**src/design/rsa_pkg.sv**
```systemverilog
package rsa_pkg;

  // ----------------------------------------------------------------------
  // Function and exception codes
  // ----------------------------------------------------------------------
  localparam logic [7:0] FN_READ = 8'h03;
  localparam logic [7:0] FN_WRITE = 8'h06;
  localparam logic [7:0] FN_DIAG = 8'h08;
  localparam logic [7:0] EXC_FLAG = 8'h80;
  localparam logic [7:0] EXC_ILL_FUNC = 8'h01;
  localparam logic [7:0] EXC_ILL_ADDR = 8'h02;
  localparam logic [7:0] EXC_ILL_VALUE = 8'h03;
  localparam logic [15:0] DIAG_ECHO_SUB = 16'h0000;

  // ----------------------------------------------------------------------
  // Addressing and counts
  // ----------------------------------------------------------------------
  localparam logic [7:0] BCAST_ADDR = 8'h00;
  localparam logic [7:0] STATION_MAX = 8'hF7;
  localparam logic [15:0] MAX_READ_CNT = 16'h007D;
  // A register index N names holding register HREG_BASE + N.
  localparam int unsigned HREG_BASE = 40001;

  // ----------------------------------------------------------------------
  // Frame layout
  // ----------------------------------------------------------------------
  localparam int BUF_DEPTH = 8;
  localparam logic [7:0] QUERY_LEN = 8'h08;
  localparam logic [7:0] QUERY_BODY = 8'h06;
  localparam logic [7:0] FRAME_MIN = 8'h04;
  localparam logic [7:0] ECHO_LEN = 8'h06;
  localparam logic [7:0] EXC_LEN = 8'h03;
  localparam logic [7:0] RD_HDR_LEN = 8'h03;
  localparam logic [7:0] LEN_MAX = 8'hFF;

  // ----------------------------------------------------------------------
  // Checksum
  // ----------------------------------------------------------------------
  localparam logic [15:0] CRC_INIT = 16'hFFFF;
  localparam logic [15:0] CRC_POLY = 16'hA001;

  function automatic logic [15:0] crc_byte(input logic [15:0] c, input logic [7:0] b);
    logic [15:0] r;
    r = c ^ {8'h00, b};
    for (int i = 0; i < 8; i++) begin
      r = r[0] ? ((r >> 1) ^ CRC_POLY) : (r >> 1);
    end
    return r;
  endfunction

  // ----------------------------------------------------------------------
  // Timing
  // ----------------------------------------------------------------------
  localparam int unsigned CLK_PERIOD_NS = 20;
  localparam int unsigned BCAST_WAIT_NS = 200000;
  localparam int unsigned RSP_TIMEOUT_NS = 1000000;
  localparam logic [15:0] BCAST_WAIT_CYC_DEF =
    16'((BCAST_WAIT_NS + CLK_PERIOD_NS - 1) / CLK_PERIOD_NS);
  localparam logic [15:0] RSP_TIMEOUT_CYC_DEF =
    16'((RSP_TIMEOUT_NS + CLK_PERIOD_NS - 1) / CLK_PERIOD_NS);

endpackage

```
**src/design/rsa_link_if.sv**
```systemverilog
interface rsa_link_if;
  logic [7:0] m2s_data;
  logic m2s_valid;
  logic m2s_end;
  logic [7:0] s2m_data;
  logic s2m_valid;
  logic s2m_end;

  modport dev (
    input m2s_data, m2s_valid, m2s_end,
    output s2m_data, s2m_valid, s2m_end
  );

  modport mst (
    output m2s_data, m2s_valid, m2s_end,
    input s2m_data, s2m_valid, s2m_end
  );
endinterface

```
**src/design/rsa_dev_end.sv**
```systemverilog
// Contract
// - Read query: address, 03, start, count, CRC.
// - Broadcast read is invalid, never answered.
// - Start field N means register 40001+N.
// - Read count is at most 125.
// - Read reply: address, function, byte count 2n.
// - Read words high byte first, ascending addresses.
// - Reads reach all holding register areas.
// - Writes reach only variables and parameters.
// - Write query: address, 06, register, data, CRC.
// - Write register field N means 40001+N.
// - Preset data is exactly two bytes.
// - Addressed write is echoed unchanged.
// - Broadcast write gets no reply.
// - Master waits after broadcast before next query.
// - Diagnostic subfunction 0000 echoes the query.
// - Answer only own station 1 to 247.
// - Errors return function code plus 80.
// - Receiver recomputes CRC, mismatch is error.
module rsa_dev_end
  import rsa_pkg::*;
(
  input wire logic ref_clk, // System clock.
  input wire logic rst, // Asynchronous reset, active high.
  rsa_link_if.dev link, // Byte link to the master.
  input wire logic [7:0] station_addr, // Own station address.
  output logic rd_req, // Register read request pulse.
  output logic [15:0] rd_index, // Register index to read.
  input wire logic rd_ack, // Read answer strobe.
  input wire logic [15:0] rd_data, // Read data with rd_ack.
  input wire logic rd_err, // Read refused with rd_ack.
  output logic wr_req, // Register write request pulse.
  output logic [15:0] wr_index, // Register index to write.
  output logic [15:0] wr_data, // Write data.
  input wire logic wr_ack, // Write answer strobe.
  input wire logic wr_err, // Write refused with wr_ack.
  output logic frame_drop // Pulse when a frame is discarded.
);

  typedef enum logic [2:0] {
    ST_RX = 3'b000,
    ST_CHECK = 3'b001,
    ST_WRITE = 3'b010,
    ST_FETCH = 3'b011,
    ST_TX = 3'b100
  } rsa_dev_state_t;

  typedef enum logic [1:0] {
    TX_ECHO = 2'b00,
    TX_READ = 2'b01,
    TX_EXC = 2'b10
  } rsa_tx_kind_t;

  rsa_dev_state_t state_q, state_d;
  rsa_tx_kind_t kind_q, kind_d;
  logic [7:0] buf_q [BUF_DEPTH];
  logic [7:0] buf_d [BUF_DEPTH];
  logic [7:0] len_q, len_d;
  logic [15:0] crc_q, crc_d;
  logic [15:0] txcrc_q, txcrc_d;
  logic [7:0] idx_q, idx_d;
  logic [7:0] exc_q, exc_d;
  logic [15:0] word_q, word_d;
  logic [7:0] tx_data_q, tx_data_d;
  logic tx_valid_q, tx_valid_d;
  logic tx_end_q, tx_end_d;
  logic rd_req_q, rd_req_d;
  logic [15:0] rd_index_q, rd_index_d;
  logic wr_req_q, wr_req_d;
  logic [15:0] wr_index_q, wr_index_d;
  logic [15:0] wr_data_q, wr_data_d;
  logic drop_q, drop_d;

  logic [15:0] q_addr;
  logic [15:0] q_val;
  logic crc_ok;
  logic mine;
  logic bcast;
  logic [7:0] body;
  logic [7:0] tx_byte;

  // Fields of the stored query, all sent high byte first.
  assign q_addr = {buf_q[2], buf_q[3]};
  assign q_val = {buf_q[4], buf_q[5]};
  // Running CRC over the whole frame, check field included, leaves zero.
  assign crc_ok = (crc_q == 16'h0000) && (len_q >= FRAME_MIN);
  assign mine = (buf_q[0] == station_addr) && (station_addr != BCAST_ADDR)
    && (station_addr <= STATION_MAX);
  assign bcast = (buf_q[0] == BCAST_ADDR);

  // ----------------------------------------------------------------------
  // Reply byte selection
  // ----------------------------------------------------------------------
  always_comb begin
    body = ECHO_LEN;
    if (kind_q == TX_EXC) begin
      body = EXC_LEN;
    end else if (kind_q == TX_READ) begin
      body = RD_HDR_LEN + {q_val[6:0], 1'b0};
    end
    tx_byte = txcrc_q[15:8];
    if (idx_q < body) begin
      case (kind_q)
        TX_ECHO: tx_byte = buf_q[idx_q[2:0]];
        TX_EXC: begin
          if (idx_q == 8'h00) begin
            tx_byte = buf_q[0];
          end else if (idx_q == 8'h01) begin
            tx_byte = buf_q[1] | EXC_FLAG;
          end else begin
            tx_byte = exc_q;
          end
        end
        default: begin
          if (idx_q == 8'h00) begin
            tx_byte = buf_q[0];
          end else if (idx_q == 8'h01) begin
            tx_byte = buf_q[1];
          end else if (idx_q == 8'h02) begin
            tx_byte = {q_val[6:0], 1'b0};
          end else begin
            tx_byte = idx_q[0] ? word_q[15:8] : word_q[7:0];
          end
        end
      endcase
    end else if (idx_q == body) begin
      tx_byte = txcrc_q[7:0];
    end
  end

  // ----------------------------------------------------------------------
  // Frame handler
  // ----------------------------------------------------------------------
  always_comb begin
    state_d = state_q;
    kind_d = kind_q;
    buf_d = buf_q;
    len_d = len_q;
    crc_d = crc_q;
    txcrc_d = txcrc_q;
    idx_d = idx_q;
    exc_d = exc_q;
    word_d = word_q;
    tx_data_d = tx_data_q;
    tx_valid_d = 1'b0;
    tx_end_d = 1'b0;
    rd_req_d = 1'b0;
    rd_index_d = rd_index_q;
    wr_req_d = 1'b0;
    wr_index_d = wr_index_q;
    wr_data_d = wr_data_q;
    drop_d = 1'b0;
    case (state_q)
      ST_RX: begin
        if (link.m2s_valid) begin
          if (len_q < QUERY_LEN) begin
            buf_d[len_q[2:0]] = link.m2s_data;
          end
          if (len_q != LEN_MAX) begin
            len_d = len_q + 8'h01;
          end
          crc_d = crc_byte(crc_q, link.m2s_data);
          if (link.m2s_end) begin
            state_d = ST_CHECK;
          end
        end
      end
      ST_CHECK: begin
        state_d = ST_RX;
        len_d = 8'h00;
        crc_d = CRC_INIT;
        txcrc_d = CRC_INIT;
        idx_d = 8'h00;
        if (!crc_ok || !(mine || bcast)) begin
          drop_d = 1'b1;
        end else if (bcast && buf_q[1] != FN_WRITE) begin
          drop_d = 1'b1;
        end else if (buf_q[1] == FN_WRITE) begin
          if (len_q != QUERY_LEN) begin
            drop_d = bcast;
            kind_d = TX_EXC;
            exc_d = EXC_ILL_VALUE;
            state_d = bcast ? ST_RX : ST_TX;
          end else begin
            wr_req_d = 1'b1;
            wr_index_d = q_addr;
            wr_data_d = q_val;
            state_d = ST_WRITE;
          end
        end else if (len_q != QUERY_LEN) begin
          kind_d = TX_EXC;
          exc_d = (buf_q[1] == FN_READ || buf_q[1] == FN_DIAG) ? EXC_ILL_VALUE
            : EXC_ILL_FUNC;
          state_d = ST_TX;
        end else if (buf_q[1] == FN_READ) begin
          if (q_val == 16'h0000 || q_val > MAX_READ_CNT) begin
            kind_d = TX_EXC;
            exc_d = EXC_ILL_VALUE;
            state_d = ST_TX;
          end else begin
            kind_d = TX_READ;
            rd_req_d = 1'b1;
            rd_index_d = q_addr;
            state_d = ST_FETCH;
          end
        end else if (buf_q[1] == FN_DIAG) begin
          kind_d = (q_addr == DIAG_ECHO_SUB) ? TX_ECHO : TX_EXC;
          exc_d = EXC_ILL_FUNC;
          state_d = ST_TX;
        end else begin
          kind_d = TX_EXC;
          exc_d = EXC_ILL_FUNC;
          state_d = ST_TX;
        end
      end
      ST_WRITE: begin
        if (wr_ack) begin
          // The register map refuses writes to monitor and history areas.
          kind_d = wr_err ? TX_EXC : TX_ECHO;
          exc_d = EXC_ILL_ADDR;
          state_d = bcast ? ST_RX : ST_TX;
        end
      end
      ST_FETCH: begin
        if (rd_ack) begin
          // Only the first word can still turn into an exception; once the
          // header is out, a refused word is sent as zero.
          if (rd_err && idx_q == 8'h00) begin
            kind_d = TX_EXC;
            exc_d = EXC_ILL_ADDR;
          end
          word_d = rd_err ? 16'h0000 : rd_data;
          state_d = ST_TX;
        end
      end
      ST_TX: begin
        tx_valid_d = 1'b1;
        tx_data_d = tx_byte;
        idx_d = idx_q + 8'h01;
        if (idx_q < body) begin
          txcrc_d = crc_byte(txcrc_q, tx_byte);
        end
        if (idx_q == body + 8'h01) begin
          tx_end_d = 1'b1;
          state_d = ST_RX;
        end else if (kind_q == TX_READ && idx_q > RD_HDR_LEN && !idx_q[0]
                     && (idx_q + 8'h01) < body) begin
          rd_req_d = 1'b1;
          rd_index_d = rd_index_q + 16'h0001;
          state_d = ST_FETCH;
        end
      end
      default: state_d = ST_RX;
    endcase
  end

  always_ff @(posedge ref_clk or posedge rst) begin
    if (rst) begin
      state_q <= ST_RX;
      kind_q <= TX_ECHO;
      for (int i = 0; i < BUF_DEPTH; i++) begin
        buf_q[i] <= 8'h00;
      end
      len_q <= 8'h00;
      crc_q <= CRC_INIT;
      txcrc_q <= CRC_INIT;
      idx_q <= 8'h00;
      exc_q <= 8'h00;
      word_q <= 16'h0000;
      tx_data_q <= 8'h00;
      tx_valid_q <= 1'b0;
      tx_end_q <= 1'b0;
      rd_req_q <= 1'b0;
      rd_index_q <= 16'h0000;
      wr_req_q <= 1'b0;
      wr_index_q <= 16'h0000;
      wr_data_q <= 16'h0000;
      drop_q <= 1'b0;
    end else begin
      state_q <= state_d;
      kind_q <= kind_d;
      buf_q <= buf_d;
      len_q <= len_d;
      crc_q <= crc_d;
      txcrc_q <= txcrc_d;
      idx_q <= idx_d;
      exc_q <= exc_d;
      word_q <= word_d;
      tx_data_q <= tx_data_d;
      tx_valid_q <= tx_valid_d;
      tx_end_q <= tx_end_d;
      rd_req_q <= rd_req_d;
      rd_index_q <= rd_index_d;
      wr_req_q <= wr_req_d;
      wr_index_q <= wr_index_d;
      wr_data_q <= wr_data_d;
      drop_q <= drop_d;
    end
  end

  assign link.s2m_data = tx_data_q;
  assign link.s2m_valid = tx_valid_q;
  assign link.s2m_end = tx_end_q;
  assign rd_req = rd_req_q;
  assign rd_index = rd_index_q;
  assign wr_req = wr_req_q;
  assign wr_index = wr_index_q;
  assign wr_data = wr_data_q;
  assign frame_drop = drop_q;

endmodule

```
**src/flat_wrapper.sv**
```systemverilog
// flat-port wrapper written by rule: the top's interface ports become plain ports
module rsa_dev_end_flat import rsa_pkg::*;
  (ref_clk, rst, station_addr, rd_req, rd_index, rd_ack, rd_data, rd_err, wr_req, wr_index, wr_data, wr_ack, wr_err, frame_drop, link_m2s_data, link_m2s_valid, link_m2s_end, link_s2m_data, link_s2m_valid, link_s2m_end);
  rsa_link_if link_i ();
  input wire logic ref_clk;
  input wire logic rst;
  input wire logic [7:0] station_addr;
  output logic rd_req;
  output logic [15:0] rd_index;
  input wire logic rd_ack;
  input wire logic [15:0] rd_data;
  input wire logic rd_err;
  output logic wr_req;
  output logic [15:0] wr_index;
  output logic [15:0] wr_data;
  input wire logic wr_ack;
  input wire logic wr_err;
  output logic frame_drop;
  input wire logic [$bits(link_i.m2s_data)-1:0] link_m2s_data;
  input wire logic [$bits(link_i.m2s_valid)-1:0] link_m2s_valid;
  input wire logic [$bits(link_i.m2s_end)-1:0] link_m2s_end;
  output wire logic [$bits(link_i.s2m_data)-1:0] link_s2m_data;
  output wire logic [$bits(link_i.s2m_valid)-1:0] link_s2m_valid;
  output wire logic [$bits(link_i.s2m_end)-1:0] link_s2m_end;
  assign link_i.m2s_data = link_m2s_data;
  assign link_i.m2s_valid = link_m2s_valid;
  assign link_i.m2s_end = link_m2s_end;
  assign link_s2m_data = link_i.s2m_data;
  assign link_s2m_valid = link_i.s2m_valid;
  assign link_s2m_end = link_i.s2m_end;
  rsa_dev_end u_core (.ref_clk(ref_clk), .rst(rst), .link(link_i), .station_addr(station_addr), .rd_req(rd_req), .rd_index(rd_index), .rd_ack(rd_ack), .rd_data(rd_data), .rd_err(rd_err), .wr_req(wr_req), .wr_index(wr_index), .wr_data(wr_data), .wr_ack(wr_ack), .wr_err(wr_err), .frame_drop(frame_drop));
endmodule
```
**config.mk**
```make
export PLATFORM = sky130hd
export DESIGN_NAME = rsa_dev_end_flat
export DESIGN_NICKNAME = d
export VERILOG_FILES = /design/src/design/rsa_pkg.sv /design/src/design/rsa_link_if.sv /design/src/design/rsa_dev_end.sv /design/src/flat_wrapper.sv
export SDC_FILE = /design/constraint.sdc
export NUM_CORES = 1
export LEC_CHECK = 0
export ABC_CLOCK_PERIOD_IN_PS = 11300
export BUFFER_PORTS_ARGS = -buffer_cell sky130_fd_sc_hd__buf_2
export CELL_PAD_IN_SITES_DETAIL_PLACEMENT = 1
export CELL_PAD_IN_SITES_GLOBAL_PLACEMENT = 1
export CORE_ASPECT_RATIO = 0.7
export CORE_MARGIN = 1
export CORE_UTILIZATION = 50
export DETAILED_ROUTE_END_ITERATION = 10
export PLACE_DENSITY_LB_ADDON = 0.1
export SETUP_SLACK_MARGIN = 0.15
export SYNTH_ARGS = -nofsm -noshare
export SYNTH_HDL_FRONTEND = slang
export SYNTH_SLANG_ARGS = --single-unit
```
**constraint.sdc**
```tcl
create_clock -name ref_clk -period 11.3 [get_ports ref_clk]
set_input_delay 0.565 -clock ref_clk [delete_from_list [all_inputs] [get_ports ref_clk]]
set_output_delay 0.565 -clock ref_clk [all_outputs]
set_load 0.005 [all_outputs]
```
**Yosys cells after proc, flatten, opt, wreduce, memory -nomap -nowiden**

Cells that the tools add are included.

- Register bits after elaboration: 202
- Logic and storage cells: 249
- Output and inout bits: 61

- Add/subtract/negate cells: 5
- Magnitude comparators: 10
- Multiplexer cells: 114
- Equal/unequal tests: 35
- Bitwise logic cells: 23
- Reduce and logical (&&, ||, !) cells: 37

Operators by type and width:

| operator | count |
|---|---|
| $mux 16 | 27 |
| $mux 8 | 25 |
| $pmux 16 s2 | 3 |
| $bwmux 64 | 1 |
| $logic_not 16->1 | 3 |
| $not 2->3 | 16 |
| $pmux 8 s2 | 3 |
| $mux 3 | 14 |
| $xor 16x8->16 | 2 |
| $mux 2 | 14 |
| $add 8x1->8 const B | 3 |
| $bmux 8 s3 | 1 |
| $demux 8 s3 | 1 |
| $eq 8x8->1 | 3 |
| $pmux 8 s3 | 1 |
| $mux 1 | 21 |
| $ne 2x2->1 const B | 10 |
| $add 16x1->16 const B | 1 |
| $eq 8x2->1 const B | 2 |
| $gt 16x7->1 const B | 1 |
| $logic_not 8->1 | 2 |
| $lt 8x8->1 | 2 |
| $pmux 3 s5 | 1 |
| $ne 2x1->1 const B | 5 |
| other kinds (39) | 62 |

**Depth between registers and ports, before layout**

- Word-level depth: 25
- Depth in mapped cells: 19
- Gate-level depth less buffers: 17

**Least setup slack after synthesis**

OpenSTA, ideal clock, no wires.

- Path kind: register -> register
- Start: reg u_core.idx_q[0]
- End: reg u_core.txcrc_q[0]
- Stages on the path, launching flop included: 18
- Arrival: 3.721 ns
- Setup time: 0.093 ns
- Path slack: 7.486 ns
- Path through: dfrtp_1 > buf_4 > buf_4 > buf_2 > inv_1 > ha_1 > clkbuf_1 > buf_2 > a221oi_1 > o211ai_2 > xor2_1 > a21oi_1 > xnor2_1 > xnor3_2 > xnor2_2 > o21a_1 > o211ai_1 > a21oi_1

- Word-level cells in the longest chain between the ends: 18
- Elaborated cells on any way between the ends: 38

RTL lines:

| element | RTL line | text |
|---|---|---|
| from (decl) | rsa_dev_end.sv:61 | `logic [7:0] idx_q, idx_d;` |
| from (signal assigned) | rsa_dev_end.sv:286 | `idx_q <= idx_d;` |
| $eq 8x2->1 (tied with other cells) | rsa_dev_end.sv:119 | `end else if (idx_q == 8'h02) begin` |
| $mux 8 / $bmux 8 s3 (equally long branches) | rsa_dev_end.sv:119, rsa_dev_end.sv:104 |  |
| $mux 8, on equally long branches | rsa_dev_end.sv:117, rsa_dev_end.sv:104 |  |
| $mux 8, on equally long branches | rsa_dev_end.sv:115, rsa_dev_end.sv:104 |  |
| $pmux 8 s2 | rsa_dev_end.sv:103 | `case (kind_q)` |
| $mux 8 | rsa_dev_end.sv:102 | `if (idx_q < body) begin` |
| $xor 16x8->16 | rsa_pkg.sv:44 | `r = c ^ {8'h00, b};` |
| $mux 16 / $not 2->3 (equally long branches) (6 in series) | - |  |
| $not 2->3 (no source line) / $mux 16 (equally long branches) | - |  |
| $mux 16 (2 in series) | rsa_pkg.sv:46 | `r = r[0] ? ((r >> 1) ^ CRC_POLY) : (r >> 1);` |
| $mux 16 | rsa_dev_end.sv:240 | `if (idx_q < body) begin` |
| $pmux 16 s2 | rsa_dev_end.sv:153 | `case (state_q)` |
| to (signal assigned) | rsa_dev_end.sv:285 | `txcrc_q <= txcrc_d;` |
| to (decl) | rsa_dev_end.sv:60 | `logic [15:0] txcrc_q, txcrc_d;` |

Parallel ways exist; a longest one is shown, timed or not. The select of a mux whose other input is x is not followed.
A chain may end at the register's enable or synchronous reset.

**Final worst setup path**

- Start: reg u_core.kind_q[0]
- End: reg u_core.txcrc_q[0]

- Word-level cells in the longest chain between the ends: 18
- Elaborated cells on any way between the ends: 30

RTL lines:

| element | RTL line | text |
|---|---|---|
| from (decl) | rsa_dev_end.sv:55 | `rsa_tx_kind_t kind_q, kind_d;` |
| from (signal assigned) | rsa_dev_end.sv:281 | `kind_q <= kind_d;` |
| parallel branches: the longest is 18 deep, another holds $lt 8x8->1 | - |  |

Several ways; the timed one is not identified. The select of a mux whose other input is x is not followed.

==> results.md <==
* Status: complete, no violations
* Crit path kind: flop to flop
* Power per cell area at about 230 mW/mm2
* Period utilization at between 40% and 50%
* FF-to-FF Start: u_core.kind_q[0]
* Crit Path Max Fanout at 15
* Reg2Reg Setup Slack at between 6 and 7 ns
* Worst Slack Setup Final at roughly 6.1 ns
* RePlAce Congestion at between 0.9 and 1
* Setup TNS at 0 ns
* RSZ-0062 raised after global routing: false
* Distinct cell type count after synthesis at ~80
* Mapped Area at 0.01127 mm2
* Dpl hpwl at 24370 um
* Arrival time at the worst endpoint at 5.60 ns
* Die Y at between 100 and 150 um
* Post-CTS setup repair buffer count at 0
* Final core utilization at 56.90%
* Pleak at 5.621 nW
* Worst R2R Path Depth at 16
* Main synth FF type: dfrtp_1
* Total wire length at approximately 35000 um
* Initial Utilization at 51.47%
* Slew @ Worst Pin at around 1.2 ns
* Critical Path Start: u_core.kind_q[0]
* Final ANT Viol Nets at 0
* Number of global-route vias before repair at about 9500
* Port Buffers at 100
* Largest net degree at the start of global routing at between 100 and 150
* FF-to-FF End: u_core.txcrc_q[0]
* Worst-path clk slew at approximately 0.080 ns
* CTS resizes at 0
* Hold-fix buffer count after cts at 0
* Fin nets at approximately 1300
* Wire per inst at 22.62 um
* Total number of vias at 9405
* Pre-CTS setup slack at between 6 and 7 ns
* Async set-or-reset flop fraction in the synthesized netlist at 100.0%
* CP startpoint kind: flop
* Clk_lat worst skew at about 0.46 ns
* DRT iter0 DRCs at 713
* First-pass GRT wire length at 54960 um
* Die X at 181.5 um
* DRC at 0
* IR drop worst, VDD at between 0.1 and 0.15 mV
* I/O Pins at between 100 and 150
* GRT Total Usage at a little over 30%
* Antenna violations before repair at 1
* Final hold viol count at 0
* WP data required at about 12 ns
* Die area at about 0.023 mm2
* Register area share after synthesis at between 40% and 50%
* Relative slew slack at 16.57%
* Syn. warnings at 0
* Clock Tree Buf Depth at 2
* H-tree levels at 4
* Post-synth net total at ~1200
* Most frequent cells in the layout: nand2_1, dfrtp_1, buf_2, o21ai_0, mux2_2
* Worst min path class: primary input to async pin
* Clock skew at around 0.013 ns
* Commonest non-fill, non-tap cell in the layout: nand2_1
* Post-Synthesis Cells at roughly 1200
* Layout cell share with drive strength beyond 1 at between 20% and 30%
* Seq cells post-synth at ~200
* Core ar. at approximately 0.022 mm2
* Pins Over Slew Limit at 0
* Vias per cell at ~6.1
* Post-route minimum period at between 5 and 6 ns
* Cts bufs inserted at 17
* CTS tree: yes
* Row cnt at 45
* CTS root buf: clkbuf_16
* Clock sinks at ~200
* Syn_area_per_cell at ~9.6 um2
* Setup violators final at 0
* First-pass DRT Iterations at 6
* Max-Cap Viols at 0
* Pwr Total at approximately 2.8 mW
* Post-synth EDFFs at 0
* Area added between synthesis and finish at 10.55%
* Element type at the critical path end: flop
* Fmax at approximately 190 MHz
* Total grt overflow at 0
[cell type report]
class | count | area (um2)
multi-input cells | 884 | 5943
clock inverters | 14 | 118.9
well taps | 282 | 352.8
clock buffers | 18 | 439.2
flip-flops and latches | 196 | 4945
diodes | 1 | 2.502
fillers | 2506 | 9439
repair buffers | 106 | 545.5
inverters | 29 | 116.4
[synthesized netlist by cell type (6+ instances only)]
cell type / number / area share, %
nand2b_1: 24 / 1.3
mux2i_1: 10 / 0.89
nor3_1: 35 / 1.6
nand2_1: 213 / 7.1
o22ai_1: 12 / 0.67
inv_1: 29 / 0.97
xor2_1: 22 / 1.7
a21oi_1: 65 / 2.9
clkbuf_1: 55 / 1.8
xnor2_1: 49 / 3.8
dfrtp_1: 164 / 36
a221oi_1: 7 / 0.54
o21a_1: 8 / 0.53
nor2b_1: 11 / 0.61
nor2_1: 47 / 1.6
ha_1: 30 / 3.3
or4_1: 6 / 0.40
buf_2: 9 / 0.40
nand3_1: 43 / 1.9
nand4_1: 12 / 0.67
mux2_2: 66 / 6.6
o31ai_1: 6 / 0.40
and3_1: 10 / 0.55
mux4_2: 16 / 3.2
a22o_1: 9 / 0.70
nor4_1: 14 / 0.78
a22oi_1: 6 / 0.40
dfstp_2: 32 / 7.5
or3_1: 7 / 0.39
o21ai_0: 76 / 3.4
[worst max path at each step]
| stage | end | slack, ns |
|---|---|---|
| finish | u_core.txcrc_q[0] | 6.09 |
| CTS | u_core.txcrc_q[0] | 6.18 |
| floorplan | u_core.buf_q[0] | 5.45 |
| global route | u_core.txcrc_q[0] | 5.73 |
| detailed placement | u_core.txcrc_q[0] | 6.20 |
| global placement | u_core.txcrc_q[0] | 6.48 |
[kinds of logic (layout without fill, tap and decap cells)]
group / after synthesis / after routing / share of synthesized area [%]
compound gates: 234 / 234 / 13.30
xor+xnor: 75 / 75 / 6.260
fa+ha+maj: 30 / 30 / 3.330
buf+inv: 98 / 167 / 3.496
flops: 196 / 196 / 43.86
mux: 92 / 92 / 10.68
other cells: 0 / 1 / 0
simple gates: 453 / 453 / 19.08
[where the power goes]
group	internal, mW	switching [mW]	leakage, nW
registers	0.868	0.249	2.52
clock network	0.294	0.307	0.264
logic	0.519	0.591	2.84
total	1.68	1.15	5.62
[metrics by stage]
step | instances | cell area (um2) | hold slack [ns]
2_1_floorplan | 1178 | 11270 | 0.4421
3_3_place_gp | 1497 | 11900 | 0.4507
3_5_place_dp | 1497 | 11900 | 0.4536
4_1_cts | 1529 | 12460 | 0.3100
5_1_grt | 1530 | 12460 | 0.3154
6_report | 1530 | 12460 | 0.2298
[critical path, cell delays in order (launching register included)]
cell       delay (ns)
dfrtp_1          0.36
inv_1            0.08
ha_1             0.39
nand2b_1         0.28
nor2_1           0.30
inv_1            0.14
ha_1             0.35
nand4_1          0.15
o21ai_1          0.99
nand2_1          0.34
o21ai_0          0.31
a2bb2oi_2        0.25
xnor3_2          0.53
xnor2_2          0.27
o21a_1           0.15
o211ai_1         0.08
a21oi_1          0.16
[registers in the layout, indices dropped and copies added (netlist names), 3 cells and up]
signal	flops
u_core.rd_index	16
u_core.crc_q	16
u_core.idx_q	8
u_core.buf_q	64
u_core.word_q	16
u_core.len_q	8
u_core.wr_data	16
u_core.link.s2m_data	8
u_core.wr_index	16
u_core.txcrc_q	16
u_core.state_q	3
[per-layer routing]
layer  GRT usage, %  wire length (um)  up-vias
met2          46.99             15420      284
met3          5.559              2006       37
met1          45.99             16690     4802
met5              0                 0        -
li1               -                 -     4282
met4          8.724               492        0
Power figures use the tool's default switching activity.
